[src/verilog/tlhc_pkg.sv]
// tlhc_pkg: offsets, field positions, reset values and encodings for the
// low-half timer control block.
// assumes a 32-bit apb with one register per aligned word.
package tlhc_pkg;

   // ----------------------------------------------------------------
   // register byte offsets
   // ----------------------------------------------------------------
   localparam logic [7:0] OFF_TIMER_CONTROL = 8'h00;
   localparam logic [7:0] OFF_PERIOD        = 8'h04;
   localparam logic [7:0] OFF_COUNTER       = 8'h08;
   localparam logic [7:0] OFF_GLOBAL_MODE   = 8'h0c;

   // ----------------------------------------------------------------
   // timer_control field positions
   // ----------------------------------------------------------------
   localparam int BIT_UPPER_OUTPUT_STATE = 16;
   localparam int BIT_INPUT_GATE_ENABLE  = 9;
   localparam int BIT_CLOCK_SOURCE       = 8;
   localparam int BIT_ENABLING_MODE_HI   = 7;
   localparam int BIT_ENABLING_MODE_LO   = 6;
   localparam int BIT_PULSE_WIDTH_HI     = 5;
   localparam int BIT_PULSE_WIDTH_LO     = 4;
   localparam int BIT_CLOCK_PULSE        = 3;
   localparam int BIT_INPUT_INVERT       = 2;
   localparam int BIT_OUTPUT_INVERT      = 1;
   localparam int BIT_OUTPUT_STATE       = 0;

   // global mode register: operating mode sits in bits 3-2
   localparam int BIT_OPMODE_HI = 3;
   localparam int BIT_OPMODE_LO = 2;

   // ----------------------------------------------------------------
   // encodings and reset values
   // ----------------------------------------------------------------
   typedef enum logic [1:0] {
      TLHC_EN_DISABLED   = 2'b00,
      TLHC_EN_ONE_SHOT   = 2'b01,
      TLHC_EN_CONTINUOUS = 2'b10,
      TLHC_EN_RESERVED   = 2'b11
   } tlhc_enable_t;

   localparam logic [1:0]  OPMODE_GP64     = 2'b00;
   localparam logic [1:0]  OPMODE_WATCHDOG = 2'b10;

   localparam logic [31:0] RESET_PERIOD  = 32'h0000_0000;
   localparam logic [31:0] RESET_COUNTER = 32'h0000_0000;
   localparam logic [1:0]  RESET_OPMODE  = 2'b00;
   localparam logic [31:0] READ_ZERO     = 32'h0000_0000;

endpackage

[src/verilog/tlhc_timer_low_half.sv]
// tlhc_timer_low_half: control, counting and output shaping of the low
// timer half, with its registers on an apb slave.
// assumes the timer pin input may be asynchronous to clk and that the upper
// half supplies its output level on upperTimerOutput.
//
// Notes on behaviour
// - bit 16 reads upper half output level
// - bits 15-10 read zero, ignore writes
// - input gating only with internal clock
// - gate on synchronised high timer input
// - bit 8 picks internal or pin clock
// - mode 00 holds count; 11 is invalid
// - mode 01 runs once, stops at period
// - mode 10 wraps to zero after period
// - pulse width field gives 1 to 4 cycles
// - pulse mode emits pulse at period
// - clock mode toggles output at period
// - watchdog mode forces pulse mode
// - input invert acts only on pin clock
// - output invert bit inverts low output
// - bit 0 reads low output level
// - pin driven from status, optionally inverted
// - operating mode 00 selects 64-bit mode
//
// The APB register port and the register offsets were left to the implementer.
module tlhc_timer_low_half (
   // clock and reset
   input  wire logic        clk,
   input  wire logic        reset,
   // apb slave
   input  wire logic        psel,
   input  wire logic        penable,
   input  wire logic        pwrite,
   input  wire logic [7:0]  paddr,
   input  wire logic [31:0] pwdata,
   output logic             pready,
   output logic [31:0]      prdata,
   output logic             pslverr,
   // timer pins and neighbours
   input  wire logic        timerInputPin,
   input  wire logic        upperTimerOutput,
   output logic             lowTimerOutputPin,
   output logic             gp64ModeSelect
);

   // ----------------------------------------------------------------
   // register state
   // ----------------------------------------------------------------
   logic        lowInputGateEnable;
   logic        lowClockSourceSelect;
   logic [1:0]  lowEnablingMode;
   logic [1:0]  lowPulseWidth;
   logic        lowClockPulseSelect;
   logic        lowInputInvert;
   logic        lowOutputInvert;
   logic        lowOutputState;
   logic        upperOutputState;
   logic [1:0]  timerOperatingMode;
   logic [31:0] period;
   logic [31:0] counter;

   // ----------------------------------------------------------------
   // apb decode
   // ----------------------------------------------------------------
   logic setupPhase;
   logic accessDone;
   logic writeDone;
   logic addrMapped;

   // unmapped offsets still answer, with pslverr, so a bad address never hangs the bus
   assign setupPhase = psel && !penable;
   assign accessDone = psel && penable && pready;
   assign writeDone  = accessDone && pwrite;
   assign addrMapped = (paddr == tlhc_pkg::OFF_TIMER_CONTROL) ||
                       (paddr == tlhc_pkg::OFF_PERIOD) ||
                       (paddr == tlhc_pkg::OFF_COUNTER) ||
                       (paddr == tlhc_pkg::OFF_GLOBAL_MODE);

   // ready comes one cycle after setup, so every transfer has one access cycle
   always_ff @(posedge clk) begin
      if (reset) begin
         pready <= 1'b0;
      end else begin
         pready <= setupPhase;
      end
   end

   always_ff @(posedge clk) begin
      if (reset) begin
         pslverr <= 1'b0;
      end else begin
         pslverr <= setupPhase && !addrMapped;
      end
   end

   // ----------------------------------------------------------------
   // read data
   // ----------------------------------------------------------------
   logic [31:0] controlView;

   always_comb begin
      controlView = tlhc_pkg::READ_ZERO;
      controlView[tlhc_pkg::BIT_UPPER_OUTPUT_STATE] = upperOutputState;
      controlView[tlhc_pkg::BIT_INPUT_GATE_ENABLE]  = lowInputGateEnable;
      controlView[tlhc_pkg::BIT_CLOCK_SOURCE]       = lowClockSourceSelect;
      controlView[tlhc_pkg::BIT_ENABLING_MODE_HI:tlhc_pkg::BIT_ENABLING_MODE_LO] =
         lowEnablingMode;
      controlView[tlhc_pkg::BIT_PULSE_WIDTH_HI:tlhc_pkg::BIT_PULSE_WIDTH_LO] =
         lowPulseWidth;
      controlView[tlhc_pkg::BIT_CLOCK_PULSE]        = lowClockPulseSelect;
      controlView[tlhc_pkg::BIT_INPUT_INVERT]       = lowInputInvert;
      controlView[tlhc_pkg::BIT_OUTPUT_INVERT]      = lowOutputInvert;
      controlView[tlhc_pkg::BIT_OUTPUT_STATE]       = lowOutputState;
   end

   // data is latched at the setup edge and held through the access cycle
   always_ff @(posedge clk) begin
      if (reset) begin
         prdata <= tlhc_pkg::READ_ZERO;
      end else if (setupPhase && !pwrite) begin
         unique case (paddr)
            tlhc_pkg::OFF_TIMER_CONTROL: prdata <= controlView;
            tlhc_pkg::OFF_PERIOD:        prdata <= period;
            tlhc_pkg::OFF_COUNTER:       prdata <= counter;
            tlhc_pkg::OFF_GLOBAL_MODE: begin
               prdata <= tlhc_pkg::READ_ZERO;
               prdata[tlhc_pkg::BIT_OPMODE_HI:tlhc_pkg::BIT_OPMODE_LO] <= timerOperatingMode;
            end
            default:                     prdata <= tlhc_pkg::READ_ZERO;
         endcase
      end
   end

   // ----------------------------------------------------------------
   // control register writes
   // ----------------------------------------------------------------
   logic writeControl;

   assign writeControl = writeDone && (paddr == tlhc_pkg::OFF_TIMER_CONTROL);

   // status bits 16 and 0 and reserved bits 15-10 take no write
   always_ff @(posedge clk) begin
      if (reset) begin
         lowInputGateEnable   <= 1'b0;
         lowClockSourceSelect <= 1'b0;
         lowEnablingMode      <= 2'b00;
         lowPulseWidth        <= 2'b00;
         lowClockPulseSelect  <= 1'b0;
         lowInputInvert       <= 1'b0;
         lowOutputInvert      <= 1'b0;
      end else if (writeControl) begin
         lowInputGateEnable   <= pwdata[tlhc_pkg::BIT_INPUT_GATE_ENABLE];
         lowClockSourceSelect <= pwdata[tlhc_pkg::BIT_CLOCK_SOURCE];
         lowEnablingMode      <=
            pwdata[tlhc_pkg::BIT_ENABLING_MODE_HI:tlhc_pkg::BIT_ENABLING_MODE_LO];
         lowPulseWidth        <=
            pwdata[tlhc_pkg::BIT_PULSE_WIDTH_HI:tlhc_pkg::BIT_PULSE_WIDTH_LO];
         lowClockPulseSelect  <= pwdata[tlhc_pkg::BIT_CLOCK_PULSE];
         lowInputInvert       <= pwdata[tlhc_pkg::BIT_INPUT_INVERT];
         lowOutputInvert      <= pwdata[tlhc_pkg::BIT_OUTPUT_INVERT];
      end
   end

   always_ff @(posedge clk) begin
      if (reset) begin
         timerOperatingMode <= tlhc_pkg::RESET_OPMODE;
      end else if (writeDone && (paddr == tlhc_pkg::OFF_GLOBAL_MODE)) begin
         timerOperatingMode <= pwdata[tlhc_pkg::BIT_OPMODE_HI:tlhc_pkg::BIT_OPMODE_LO];
      end
   end

   // watchdog and dual modes belong to the global logic; this half reports
   // whether the single 64-bit mode is chosen and forces pulse mode in watchdog
   always_ff @(posedge clk) begin
      if (reset) begin
         gp64ModeSelect <= 1'b1;
      end else begin
         gp64ModeSelect <= (timerOperatingMode == tlhc_pkg::OPMODE_GP64);
      end
   end

   // period and counter are plain words; software stops the timer before
   // rewriting them, otherwise a reach can be missed
   always_ff @(posedge clk) begin
      if (reset) begin
         period <= tlhc_pkg::RESET_PERIOD;
      end else if (writeDone && (paddr == tlhc_pkg::OFF_PERIOD)) begin
         period <= pwdata;
      end
   end

   // upper half level, registered so bit 16 reads a stable value
   always_ff @(posedge clk) begin
      if (reset) begin
         upperOutputState <= 1'b0;
      end else begin
         upperOutputState <= upperTimerOutput;
      end
   end

   // ----------------------------------------------------------------
   // timer pin synchroniser and count enable
   // ----------------------------------------------------------------
   logic pinMeta;
   logic pinSync;
   logic pinLast;
   logic pinLevel;
   logic timerTick;

   // first stage feeds only the second stage
   always_ff @(posedge clk) begin
      if (reset) begin
         pinMeta <= 1'b0;
         pinSync <= 1'b0;
      end else begin
         pinMeta <= timerInputPin;
         pinSync <= pinMeta;
      end
   end

   assign pinLevel = lowClockSourceSelect ? (pinSync ^ lowInputInvert) : pinSync;

   // pinLast resets low like the idle pin, so leaving reset gives no false edge
   always_ff @(posedge clk) begin
      if (reset) begin
         pinLast <= 1'b0;
      end else begin
         pinLast <= pinLevel;
      end
   end

   // the pin never clocks flops directly: a rising edge becomes one tick
   always_comb begin
      if (lowClockSourceSelect) begin
         timerTick = pinLevel && !pinLast;
      end else if (lowInputGateEnable) begin
         timerTick = pinSync;
      end else begin
         timerTick = 1'b1;
      end
   end

   // ----------------------------------------------------------------
   // counter
   // ----------------------------------------------------------------
   logic        atPeriod;
   logic        running;
   logic        reachEvent;
   logic [31:0] next_counter;

   // exact compare: a counter written above the period runs on until it wraps
   assign atPeriod = (counter == period);

   // reserved encoding 11 counts as stopped, never as a mode
   always_comb begin
      unique case (lowEnablingMode)
         tlhc_pkg::TLHC_EN_ONE_SHOT:   running = !atPeriod;
         tlhc_pkg::TLHC_EN_CONTINUOUS: running = 1'b1;
         tlhc_pkg::TLHC_EN_DISABLED:   running = 1'b0;
         tlhc_pkg::TLHC_EN_RESERVED:   running = 1'b0;
      endcase
   end

   always_comb begin
      next_counter = counter;
      if (running && timerTick) begin
         if (atPeriod) begin
            next_counter = 32'h0000_0000;
         end else begin
            next_counter = counter + 32'h0000_0001;
         end
      end
   end

   // a reach is the increment that lands on the period, so one-shot fires once
   // and a period of zero fires only when a written count wraps back to zero
   assign reachEvent = running && timerTick && !atPeriod && (next_counter == period);

   always_ff @(posedge clk) begin
      if (reset) begin
         counter <= tlhc_pkg::RESET_COUNTER;
      end else if (writeDone && (paddr == tlhc_pkg::OFF_COUNTER)) begin
         counter <= pwdata;
      end else begin
         counter <= next_counter;
      end
   end

   // ----------------------------------------------------------------
   // output shaping
   // ----------------------------------------------------------------
   logic       pulseMode;
   logic [2:0] pulseLeft;
   logic       next_outputState;

   assign pulseMode = lowClockPulseSelect == 1'b0 ||
                      timerOperatingMode == tlhc_pkg::OPMODE_WATCHDOG;

   // width counts timer clock ticks, so a slow pin clock stretches the pulse
   always_ff @(posedge clk) begin
      if (reset) begin
         pulseLeft <= 3'h0;
      end else if (!pulseMode) begin
         pulseLeft <= 3'h0;
      end else if (reachEvent) begin
         pulseLeft <= {1'b0, lowPulseWidth} + 3'h1;
      end else if (timerTick && pulseLeft != 3'h0) begin
         pulseLeft <= pulseLeft - 3'h1;
      end
   end

   always_comb begin
      if (pulseMode) begin
         if (reachEvent) begin
            next_outputState = 1'b1;
         end else if (timerTick && pulseLeft == 3'h1) begin
            next_outputState = 1'b0;
         end else begin
            next_outputState = pulseLeft != 3'h0;
         end
      end else if (reachEvent) begin
         next_outputState = !lowOutputState;
      end else begin
         next_outputState = lowOutputState;
      end
   end

   always_ff @(posedge clk) begin
      if (reset) begin
         lowOutputState <= 1'b0;
      end else begin
         lowOutputState <= next_outputState;
      end
   end

   // pin follows the status one cycle later so it stays a clean flop output
   always_ff @(posedge clk) begin
      if (reset) begin
         lowTimerOutputPin <= 1'b0;
      end else begin
         lowTimerOutputPin <= lowOutputState ^ lowOutputInvert;
      end
   end

endmodule

[config.mk]
export PLATFORM = sky130hd
export DESIGN_NAME = tlhc_timer_low_half
export DESIGN_NICKNAME = d
export VERILOG_FILES = /design/src/verilog/tlhc_pkg.sv /design/src/verilog/tlhc_timer_low_half.sv
export SDC_FILE = /design/constraint.sdc
export NUM_CORES = 1
export LEC_CHECK = 0
export ABC_AREA = 1
export BUFFER_PORTS_ARGS = -buffer_cell sky130_fd_sc_hd__clkbuf_2
export CORE_AREA = 2 2 185 96
export DETAILED_ROUTE_END_ITERATION = 16
export DIE_AREA = 0 0 187 98
export PLACE_DENSITY = 0.73
export REMOVE_ABC_BUFFERS = 1
export SYNTH_ARGS = -nofsm -noshare
export SYNTH_HDL_FRONTEND = slang
export SYNTH_SLANG_ARGS = --single-unit
[constraint.sdc]
create_clock -name clk -period 2.7 [get_ports clk]
set_clock_uncertainty 0.2 [all_clocks]
set_input_delay 0.675 -clock clk [delete_from_list [all_inputs] [get_ports clk]]
set_output_delay 0.675 -clock clk [all_outputs]
set_load 0.02 [all_outputs]
==> results.py, run 1 <==
metrics = {
    "timing": {
        "rsz0062_at_grt": "yes",
        "min_period_ns": 3.124,
        "setup_viol": 4,
        "hold_slack_ns": 0.1993,
        "maxSlewViolCount": 0,
        "finalCritPeriodShare_pct": 115.7,
        "max_freq_mhz": 320.1,
        "setup_slack_ns": -0.4245,
        "setup_tns_ns": -1.492,
        "hold_violations": 0,
        "slew_headroom_pct": 53.78,
        "worst_pin_slew_ns": 0.6925,
    },
    "yosys": {
        "synthXorXnorAreaFrac_pct": 5.057,
        "syn_area_um2": 7447,
        "synthMuxAreaShare_pct": 0,
        "yosys.area.top_type": "dfxtp_1",
        "synth_top_family_by_area": "simple AND/OR/NAND/NOR gates",
        "synth_simple_gate_area_share_pct": 32.39,
        "avgSynthCellArea_um2": 6.311,
        "yosysSeqAreaShare_pct": 31.99,
        "synth_ff_type": "dfxtp_1",
        "synth.most_common_cell": "nand2_1",
        "synthAdderAreaFrac_pct": 0.8401,
        "ys_warn_count": 0,
        "synth_area_leaders": "dfxtp_1 32%, nand2_1 17%, inv_1 6.9%",
        "yosys-top-cells-count": "337 x nand2_1, 136 x inv_1, 119 x dfxtp_1",
        "synthArstFlopShare_pct": 0,
        "synth_edf_count": 0,
        "synth_compound_area_share_pct": 17.47,
        "synth_cell_types": 44,
        "ys_seq_elements": 119,
        "synth_top_area_share_pct": 31.99,
        "syn_inst": 1180,
    },
    "die": {
        "ios": 83,
        "die_h_um": 98,
        "dieArea_um2": 18330,
        "die_w_um": 187,
        "placementRows": 34,
        "start_util_pct": 44.10,
        "core_um2": 16890,
    },
    "clocking": {
        "clk_transition_reported_paths_ns": 0.06,
        "cts.hold.buffers_added": 0,
        "cts_buffer_depth": 2,
        "clock_latency_ns": 0.43,
        "htree_levels": 4,
        "cts.sinks": 119,
        "cts_tree": "yes",
        "cts-root-buf": "clkbuf_16",
        "cts_made_buffers": 17,
    },
    "worst_hold_path": {
        "hold_end": "pinSync$_SDFF_PP0_",
        "min_from": "pinMeta$_SDFF_PP0_",
        "holdPathStages": 2,
        "hp-class": "reg -> reg",
    },
    "run_status": {
        "status": "finished with violations",
        "violations": "negative setup slack",
    },
    "worst_setup_path": {
        "cpMostUsedCell": "nand2_2",
        "reg2reg_setup_slack_ns": -0.42,
        "cp.depth": 18,
        "crit_path_top_delay_cell": "dfxtp_2",
        "reg2reg_depth": 18,
        "worstPathArrival_ns": 3.28,
        "timing.rr.start": "period[10]$_SDFFE_PP0P_",
        "path_buf_inv": 2,
        "path_delay_family": "simple AND/OR/NAND/NOR gates",
        "startpoint_type": "flip-flop",
        "cp_max_fo": 7,
        "reg2reg_to": "pulseLeft[2]$_SDFFE_PP0P_",
        "crit_path_cell_trace": "xnor2_2 > nand2_2 > nor2_4 > nand2_2 > nor2_4 > nand3_4 > nand3_4 > buf_12 > buf_4 > nand2_1 > o21a_1 > xor2_2 > nand3_2 > nor2_4 > nand2_4 > nand2_2 > nand2_2 > a21oi_2",
        "path_class": "reg -> reg",
        "cpPeakStageDelay_ns": 0.33,
        "cp-end-kind": "flip-flop",
        "cp_data_required_time_ns": 2.86,
    },
    "grt": {
        "use_met2_pct": 42.55,
        "grtUsageMet1_pct": 49.07,
        "grt_max_degree": 75,
        "grt_pass1_vias": 8253,
        "grt.total_usage_pct": 32.25,
        "grt_overflow": 0,
        "grt.busiest_layer": "met1",
        "grt_pass1_wl_um": 45460,
        "antenna_found_initial": 1,
        "use_met3_pct": 10.32,
    },
    "final_layout": {
        "final_area_um2": 10920,
        "syn2layout_area_growth_pct": 46.57,
        "nFillCells": 1528,
        "drive_gt1_share_pct": 34.56,
        "nets": 1506,
        "seqCellArea_um2": 2420,
        "utilization_pct": 64.63,
        "multiInputGateArea_um2": 4627,
        "antenna_cells": 0,
    },
    "power_and_ir_drop": {
        "powerDensity_nw_per_um2": 403.6,
        "pwr-share-seq_pct": 41.1,
        "leakage_nw": 5.218,
        "peakVddDrop_v": 0.0004356,
        "switching_share_pct": 24.59,
        "internal_power_mw": 3.322,
        "combPwrFrac_pct": 7.9,
        "pwr-share-clk_pct": 51.0,
        "switching_power_mw": 1.084,
    },
    "routing": {
        "drc": 0,
        "drtPass1Iterations": 6,
        "vias_per_cell": 5.326,
        "routed_wirelength_um": 29760,
        "num_vias": 9060,
        "wl_per_cell_um": 17.50,
        "first_iter_violations": 1167,
        "ant_nets": 0,
    },
    "placed_design": {
        "post_dp_cell_area_um2": 9583,
        "gp_congestion": 1.072,
        "dp_hpwl_um": 21620,
        "portBuffers": 82,
    },
    "job": {
        "drv_cap": 0,
    },
}
layer usage:
layer	part of all wire (%)	wire length (µm)
met1	47	14100
met2	37	11070
met3	14	4047
met4	1.8	545
met5	0	0
power by group through the flow:
stage | Sequential [mW] | Clock (mW) | Combinational, mW
2_1_floorplan | 1.85 | 0 | 0.180
3_3_place_gp | 1.85 | 0 | 0.300
3_5_place_dp | 1.85 | 0 | 0.307
4_1_cts | 1.81 | 2.25 | 0.317
5_1_grt | 1.81 | 2.33 | 0.386
6_report | 1.81 | 2.25 | 0.349
final cells by class:
class	instances	area share (%)
multi-input cells	839	42.39
flip-flops and latches	119	22.17
repair buffers	319	22.03
inverters	157	5.479
clock buffers	23	4.287
well taps	234	2.682
clock inverters	9	0.9170
repair inverters	1	0.04585
registers in the layout, summed over array words and instances (netlist names), 2 cells and up:
| signal | count |
|---|---|
| pulseLeft | 3 |
| prdata | 32 |
| lowEnablingMode | 2 |
| lowPulseWidth | 2 |
| counter | 32 |
| period | 32 |
| timerOperatingMode | 2 |
cell usage in the layout, fill, tap and decap left out, types with 18 or more instances in the layout:
master / count
a21oi_1: 75
buf_4: 212
clkbuf_2: 82
dfxtp_1: 91
dfxtp_2: 27
inv_1: 132
nand2_1: 305
nand2_2: 32
nand3_1: 70
nand3_2: 19
nand4_1: 18
nor2_1: 66
o211ai_1: 26
o21ai_0: 65
o22ai_1: 24
xor2_1: 20
worst min-delay path, stage by stage (launching register included):
cell	delay, ns
dfxtp_1	0.29
inv_1	0.04
nor2_1	0.03
stage by stage:
step | std cells | setup slack (ns) | power (mW)
finish | 1701 | -0.4245 | 4.406
global route | 1701 | -0.4948 | 4.532
CTS | 1698 | -0.1995 | 4.379
detailed placement | 1651 | -0.4725 | 2.156
global placement | 1651 | -0.4813 | 2.147
floorplan | 1115 | -0.8283 | 2.026
logic make-up after synthesis:
kind of cell | Yosys count
AOI/OAI and AO/OA | 223
and+or+nand+nor | 568
xor gates and xnor gates | 43
DFF | 119
adders and majority gates | 5
buffers and inverters | 222
worst max path at each step:
stage,start,end
3_5_place_dp,counter[0]$_SDFF_PP0_,pulseLeft[2]$_SDFFE_PP0P_
2_1_floorplan,paddr[5],period[0]$_SDFFE_PP0P_
4_1_cts,counter[0]$_SDFF_PP0_,pulseLeft[2]$_SDFFE_PP0P_
5_1_grt,period[7]$_SDFFE_PP0P_,pulseLeft[2]$_SDFFE_PP0P_
3_3_place_gp,counter[0]$_SDFF_PP0_,lowOutputState$_SDFFE_PP0P_
6_report,period[10]$_SDFFE_PP0P_,pulseLeft[2]$_SDFFE_PP0P_
timing repair:
item	in CTS	in global routing
setup buffers	13	3
resized for setup	89	76
cloned	3	1
pin swaps	28	48
endpoints found under the setup margin	4	4
(Power assumes the default switching activity.)
==> run 2: changes to the inputs <==
--- a/config.mk
+++ b/config.mk
@@ -12,6 +12,7 @@
 export DIE_AREA = 0 0 187 98
 export PLACE_DENSITY = 0.73
 export REMOVE_ABC_BUFFERS = 1
+export SETUP_SLACK_MARGIN = 0.5
 export SYNTH_ARGS = -nofsm -noshare
 export SYNTH_HDL_FRONTEND = slang
 export SYNTH_SLANG_ARGS = --single-unit
==> run 2 against run 1 <==
Effect of this change: the flow still finishes with violations (negative setup slack); cell count up 1.2%; first-iteration DRC count down 5.0%; flip-flop and latch count unchanged; largest power group unchanged; clock power about the same; non-clock buffer count up 22; register-to-register slack about the same; die area unchanged; routed wire length up 9.1%; setup slack better by 0.0081 ns; fmax up 0.26%; sequential share of layout area down 1.8 points.
==> results.py, run 2 (synthesis results as in run 1) <==
metrics = {
    "run_status": {
        "status": "finished with violations",
        "violations": "negative setup slack",
    },
    "die": {
        "die_w_um": 187,
        "die_h_um": 98,
        "ios": 83,
        "core_um2": 16890,
        "placementRows": 34,
        "dieArea_um2": 18330,
        "start_util_pct": 44.10,
    },
    "timing": {
        "slew_headroom_pct": 53.09,
        "min_period_ns": 3.116,
        "hold_violations": 0,
        "setup_viol": 5,
        "worst_pin_slew_ns": 0.7029,
        "max_freq_mhz": 320.9,
        "maxSlewViolCount": 0,
        "setup_slack_ns": -0.4164,
        "finalCritPeriodShare_pct": 115.4,
        "rsz0062_at_grt": "yes",
    },
    "grt": {
        "grt_pass1_vias": 8381,
        "grt.total_usage_pct": 32.83,
        "antenna_found_initial": 0,
        "grt_max_degree": 75,
        "grt_pass1_wl_um": 46300,
        "grt_overflow": 0,
    },
    "final_layout": {
        "final_cell_mix": "276 x nand2_1, 200 x buf_4, 127 x inv_1",
        "finalNonFillerCells": 1722,
        "final_common_cell": "nand2_1",
        "nets": 1527,
        "drive_gt1_share_pct": 42.07,
        "syn2layout_area_growth_pct": 59.56,
        "largestRegisters": "counter (32), period (32), prdata (32)",
        "antenna_cells": 0,
        "nFillCells": 1359,
    },
    "worst_setup_path": {
        "cpPeakStageDelay_ns": 0.32,
        "cp-end-kind": "flip-flop",
        "cp-startpoint": "period[28]$_SDFFE_PP0P_",
        "timing.rr.start": "period[28]$_SDFFE_PP0P_",
        "cp_max_fo": 8,
        "crit_path_top_delay_cell": "dfxtp_1",
        "cp_data_required_time_ns": 2.86,
        "crit_path_cell_trace": "xnor2_1 > nand2_2 > nor2_4 > buf_6 > nand2_4 > nor2_4 > nand3_4 > nand3_4 > buf_12 > buf_12 > nand2_4 > o211ai_1 > nand2_2 > nor2_2 > nand3_2 > nor2_4 > nand2_4 > nand2_1 > nand2_1 > a21oi_2",
        "path_class": "reg -> reg",
        "worstPathArrival_ns": 3.28,
        "startpoint_type": "flip-flop",
    },
    "routing": {
        "first_iter_violations": 1109,
        "routed_wirelength_um": 32470,
        "wl_per_cell_um": 18.86,
        "ant_nets": 0,
        "drtPass1Iterations": 6,
        "drc": 0,
        "num_vias": 9478,
        "vias_per_cell": 5.504,
    },
    "placed_design": {
        "dp_cells": 1651,
        "portBuffers": 82,
        "gp_congestion": 1.072,
        "place_ws_ns": -0.4725,
        "dp_hpwl_um": 21620,
    },
    "power_and_ir_drop": {
        "switching_power_mw": 1.107,
        "peakVddDrop_v": 0.0004478,
        "powerDensity_nw_per_um2": 372.8,
        "pwr-share-clk_pct": 51.0,
        "internal_power_mw": 3.323,
        "switching_share_pct": 24.98,
        "leakage_nw": 5.638,
        "pwr-share-seq_pct": 40.9,
        "combPwrFrac_pct": 8.2,
    },
    "worst_hold_path": {
        "hp-class": "reg -> reg",
        "min_from": "pinMeta$_SDFF_PP0_",
    },
    "clocking": {
        "htree_levels": 4,
        "cts.hold.buffers_added": 0,
        "cts_buffer_depth": 2,
        "clock_latency_ns": 0.44,
        "cts_made_buffers": 17,
        "clk_transition_reported_paths_ns": 0.06,
        "cts.sinks": 119,
        "cts_tree": "yes",
        "cts-root-buf": "clkbuf_16",
    },
    "job": {
        "drv_cap": 0,
    },
}
==> run 2: final timing paths <==
check,to,slack (ns),cells after the start
worst max-delay path,pulseLeft[2]$_SDFFE_PP0P_,-0.42,20
worst min-delay path,pinSync$_SDFF_PP0_,0.20,2
worst max register to register,pulseLeft[2]$_SDFFE_PP0P_,-0.42,20
worst min register to register,pinSync$_SDFF_PP0_,0.20,2
==> run 2: per-stage QoR <==
stage          TNS, ns  hold slack (ns)  utilization (%)  cell area, µm²  power, mW
2_1_floorplan   -46.80           0.1883                -            7126      2.026
3_3_place_gp    -2.514           0.1921            56.74            9583      2.147
3_5_place_dp    -3.662           0.1945            56.74            9583      2.156
4_1_cts        -0.7853           0.2021            64.31           10860      4.386
5_1_grt         -2.278           0.2241            70.36           11880      4.542
6_report        -1.832           0.2019            70.36           11880      4.430
==> run 2: per-layer routing <==
layer	vias to the layer above	GRT usage, %	wire [µm]
met5	-	0	0
met4	0	9.341	811
met3	84	10.17	4250
met2	620	43.75	12780
met1	4343	49.64	14630
li1	4431	-	-
==> run 2: critical path: cells and delay by family, from the launching register on <==
kind                      cells  cell delay, ns
buffers and inverters         3            0.44
and+or+nand+nor              14            1.60
DFF                           1            0.32
xor gates and xnor gates      1            0.25
AOI/OAI and AO/OA             2            0.22
==> run 2: layout make-up <==
class                      instances  area, µm²  area share (%)
inverter                         157      608.1           5.117
timing repair buffer             341       2784           23.43
tap                              234      292.8           2.464
clock inverter                     9      100.1          0.8424
clock buffer                      23      467.9           3.938
multi-input combinational        839       5214           43.88
sequential                       119       2416           20.33
==> run 2: timing repair <==
action / in CTS / in global routing
gates resized for setup: 137 / 232
setup endpoints to repair: 102 / 104
buffers inserted: 19 / 16
pin swaps: 36 / 76
cloned: 3 / 1
==> run 2: power groups by stage <==
stage	combinational [mW]	clock, mW	sequential, mW
4_1_cts	0.323	2.25	1.81
3_5_place_dp	0.307	0	1.85
3_3_place_gp	0.300	0	1.85
5_1_grt	0.398	2.33	1.81
2_1_floorplan	0.180	0	1.85
6_report	0.362	2.26	1.81
==> run 3: changes to the inputs <==
--- a/config.mk
+++ b/config.mk
@@ -7,9 +7,9 @@
 export LEC_CHECK = 0
 export ABC_AREA = 1
 export BUFFER_PORTS_ARGS = -buffer_cell sky130_fd_sc_hd__clkbuf_2
-export CORE_AREA = 2 2 185 96
+export CORE_AREA = 2 2 132 134
 export DETAILED_ROUTE_END_ITERATION = 16
-export DIE_AREA = 0 0 187 98
+export DIE_AREA = 0 0 134 136
 export PLACE_DENSITY = 0.73
 export REMOVE_ABC_BUFFERS = 1
 export SETUP_SLACK_MARGIN = 0.5
==> run 3 against run 2 <==
Effect of this change: the flow still finishes with violations (negative setup slack); critical path depth grew 1; global-route usage shrank 2.5 points; cell count decreased by 1.7%; combinational power down 4%; flip-flop and latch count did not move; sequential share of layout area increased by 1.3 points; register-to-register slack about the same; clock-buffer cell count decreased by 4; die area fell by 0.56%; critical path type unchanged.
==> results.py, run 3 (synthesis results as in run 1) <==
metrics = {
    "die": {
        "ios": 83,
        "die_w_um": 134,
        "placementRows": 48,
        "die_h_um": 136,
        "core_um2": 16880,
        "start_util_pct": 44.13,
        "dieArea_um2": 18220,
    },
    "worst_setup_path": {
        "cp_max_fo": 7,
        "crit_path_cell_trace": "inv_1 > nand2_1 > nand4_1 > nor2_1 > nand2_2 > nor2_4 > nand3_4 > nand3_4 > buf_12 > buf_16 > inv_8 > nand2_4 > nand2_1 > nand2_1 > nand3_1 > nor2_1 > nand3_2 > nor2_4 > nand2_4 > o21ai_1 > nor2_1",
        "cp_data_required_time_ns": 2.81,
        "startpoint_type": "flip-flop",
        "crit_path_top_delay_cell": "dfxtp_1",
        "cpPeakStageDelay_ns": 0.38,
        "cp-end-kind": "flip-flop",
        "worstPathArrival_ns": 3.22,
        "path_class": "reg -> reg",
    },
    "power_and_ir_drop": {
        "peakVddDrop_v": 0.0004331,
        "power_mw": 4.499,
        "powerDensity_nw_per_um2": 401.9,
        "leakage_nw": 5.370,
    },
    "timing": {
        "hold_slack_ns": 0.2048,
        "worst_pin_slew_ns": 0.5211,
        "setup_viol": 4,
        "maxSlewViolCount": 0,
        "hold_violations": 0,
        "min_period_ns": 3.104,
        "slew_headroom_pct": 65.26,
        "max_freq_mhz": 322.1,
        "finalCritPeriodShare_pct": 115.0,
        "rsz0062_at_grt": "yes",
        "setup_slack_ns": -0.4042,
    },
    "grt": {
        "grt_pass1_vias": 8724,
        "grt.total_usage_pct": 30.31,
        "grt_pass1_wl_um": 43460,
        "antenna_found_initial": 0,
        "grt_overflow": 0,
        "grt_max_degree": 75,
    },
    "routing": {
        "wl_per_cell_um": 16.59,
        "routed_wirelength_um": 28070,
        "num_vias": 9057,
        "first_iter_violations": 792,
        "ant_nets": 0,
        "drtPass1Iterations": 7,
        "vias_per_cell": 5.353,
        "drc": 0,
    },
    "clocking": {
        "clock_latency_ns": 0.44,
        "cts_tree": "yes",
        "cts.sinks": 119,
        "cts.hold.buffers_added": 0,
        "cts-root-buf": "clkbuf_16",
        "clk_transition_reported_paths_ns": 0.05,
        "cts_buffer_depth": 2,
        "cts_made_buffers": 17,
        "htree_levels": 4,
    },
    "worst_hold_path": {
        "hp-class": "reg -> reg",
    },
    "placed_design": {
        "dp_hpwl_um": 19440,
        "place_ws_ns": -0.5940,
        "portBuffers": 82,
        "dp_cells": 1643,
        "gp_congestion": 1.037,
    },
    "job": {
        "drv_cap": 0,
    },
    "final_layout": {
        "antenna_cells": 0,
        "finalNonFillerCells": 1692,
        "drive_gt1_share_pct": 37.42,
        "largestRegisters": "counter (32), period (32), prdata (32)",
        "final_cell_mix": "281 x nand2_1, 198 x buf_4, 132 x inv_1",
        "utilization_pct": 66.33,
        "syn2layout_area_growth_pct": 50.30,
        "nFillCells": 1405,
        "final_common_cell": "nand2_1",
        "nets": 1507,
    },
    "run_status": {
        "violations": "negative setup slack",
        "status": "finished with violations",
    },
}
## run 3: power by group
part | switching [mW] | internal, mW | total, mW | leakage (nW)
clock | 0.855 | 1.49 | 2.34 | 0.287
combinational | 0.209 | 0.139 | 0.348 | 4.11
sequential | 0.0231 | 1.78 | 1.81 | 0.972
total | 1.09 | 3.41 | 4.50 | 5.37
## run 3: area by class of cell
type                            count  area (µm²)  area share, %
Clock buffer                       19       452.9          4.047
Clock inverter                     12       152.6          1.364
Timing Repair inverter              1       6.256        0.05589
Sequential cell                   119        2419          21.61
Multi-Input combinational cell    839        4803          42.91
Inverter                          157       604.3          5.399
Tap cell                          225       281.5          2.515
Timing Repair Buffer              320        2474          22.10
## run 3: timing repair
| item | in CTS | in global routing |
|---|---|---|
| cloned | 2 | 1 |
| setup buffers | 10 | 5 |
| pin swaps | 35 | 41 |
| resized for setup | 139 | 107 |
| setup endpoints to repair | 76 | 81 |
## run 3: worst paths after layout
| kind | startpoint | end | slack, ns | cells past startpoint |
|---|---|---|---|---|
| min | pinMeta$_SDFF_PP0_ | pinSync$_SDFF_PP0_ | 0.20 | 2 |
| max reg2reg | period[14]$_SDFFE_PP0P_ | pulseLeft[0]$_SDFFE_PP0P_ | -0.40 | 21 |
| max | period[14]$_SDFFE_PP0P_ | pulseLeft[0]$_SDFFE_PP0P_ | -0.40 | 21 |
| min reg2reg | pinMeta$_SDFF_PP0_ | pinSync$_SDFF_PP0_ | 0.20 | 2 |
## run 3: critical path: cells and delay by family (launching register included)
kind	cells	cell delay, ns
DFF	1	0.38
and+or+nand+nor	16	1.82
buffers and inverters	4	0.39
AOI/OAI and AO/OA	1	0.17
## run 3: routing by layer
metal | vias to the layer above | global-route usage (%) | wire, µm
met1 | 4181 | 37.30 | 11680
li1 | 4380 | - | -
met3 | 83 | 4.773 | 1770
met4 | 0 | 13.89 | 1021
met5 | - | 0 | 0
met2 | 413 | 52.17 | 13600
## run 3: metrics by stage
stage / TNS [ns] / area (µm²)
floorplan: -46.80 / 7126
global placement: -2.728 / 9554
finish: -1.386 / 11190
global route: -1.812 / 11190
detailed placement: -3.852 / 9554
CTS: -0.8143 / 10800
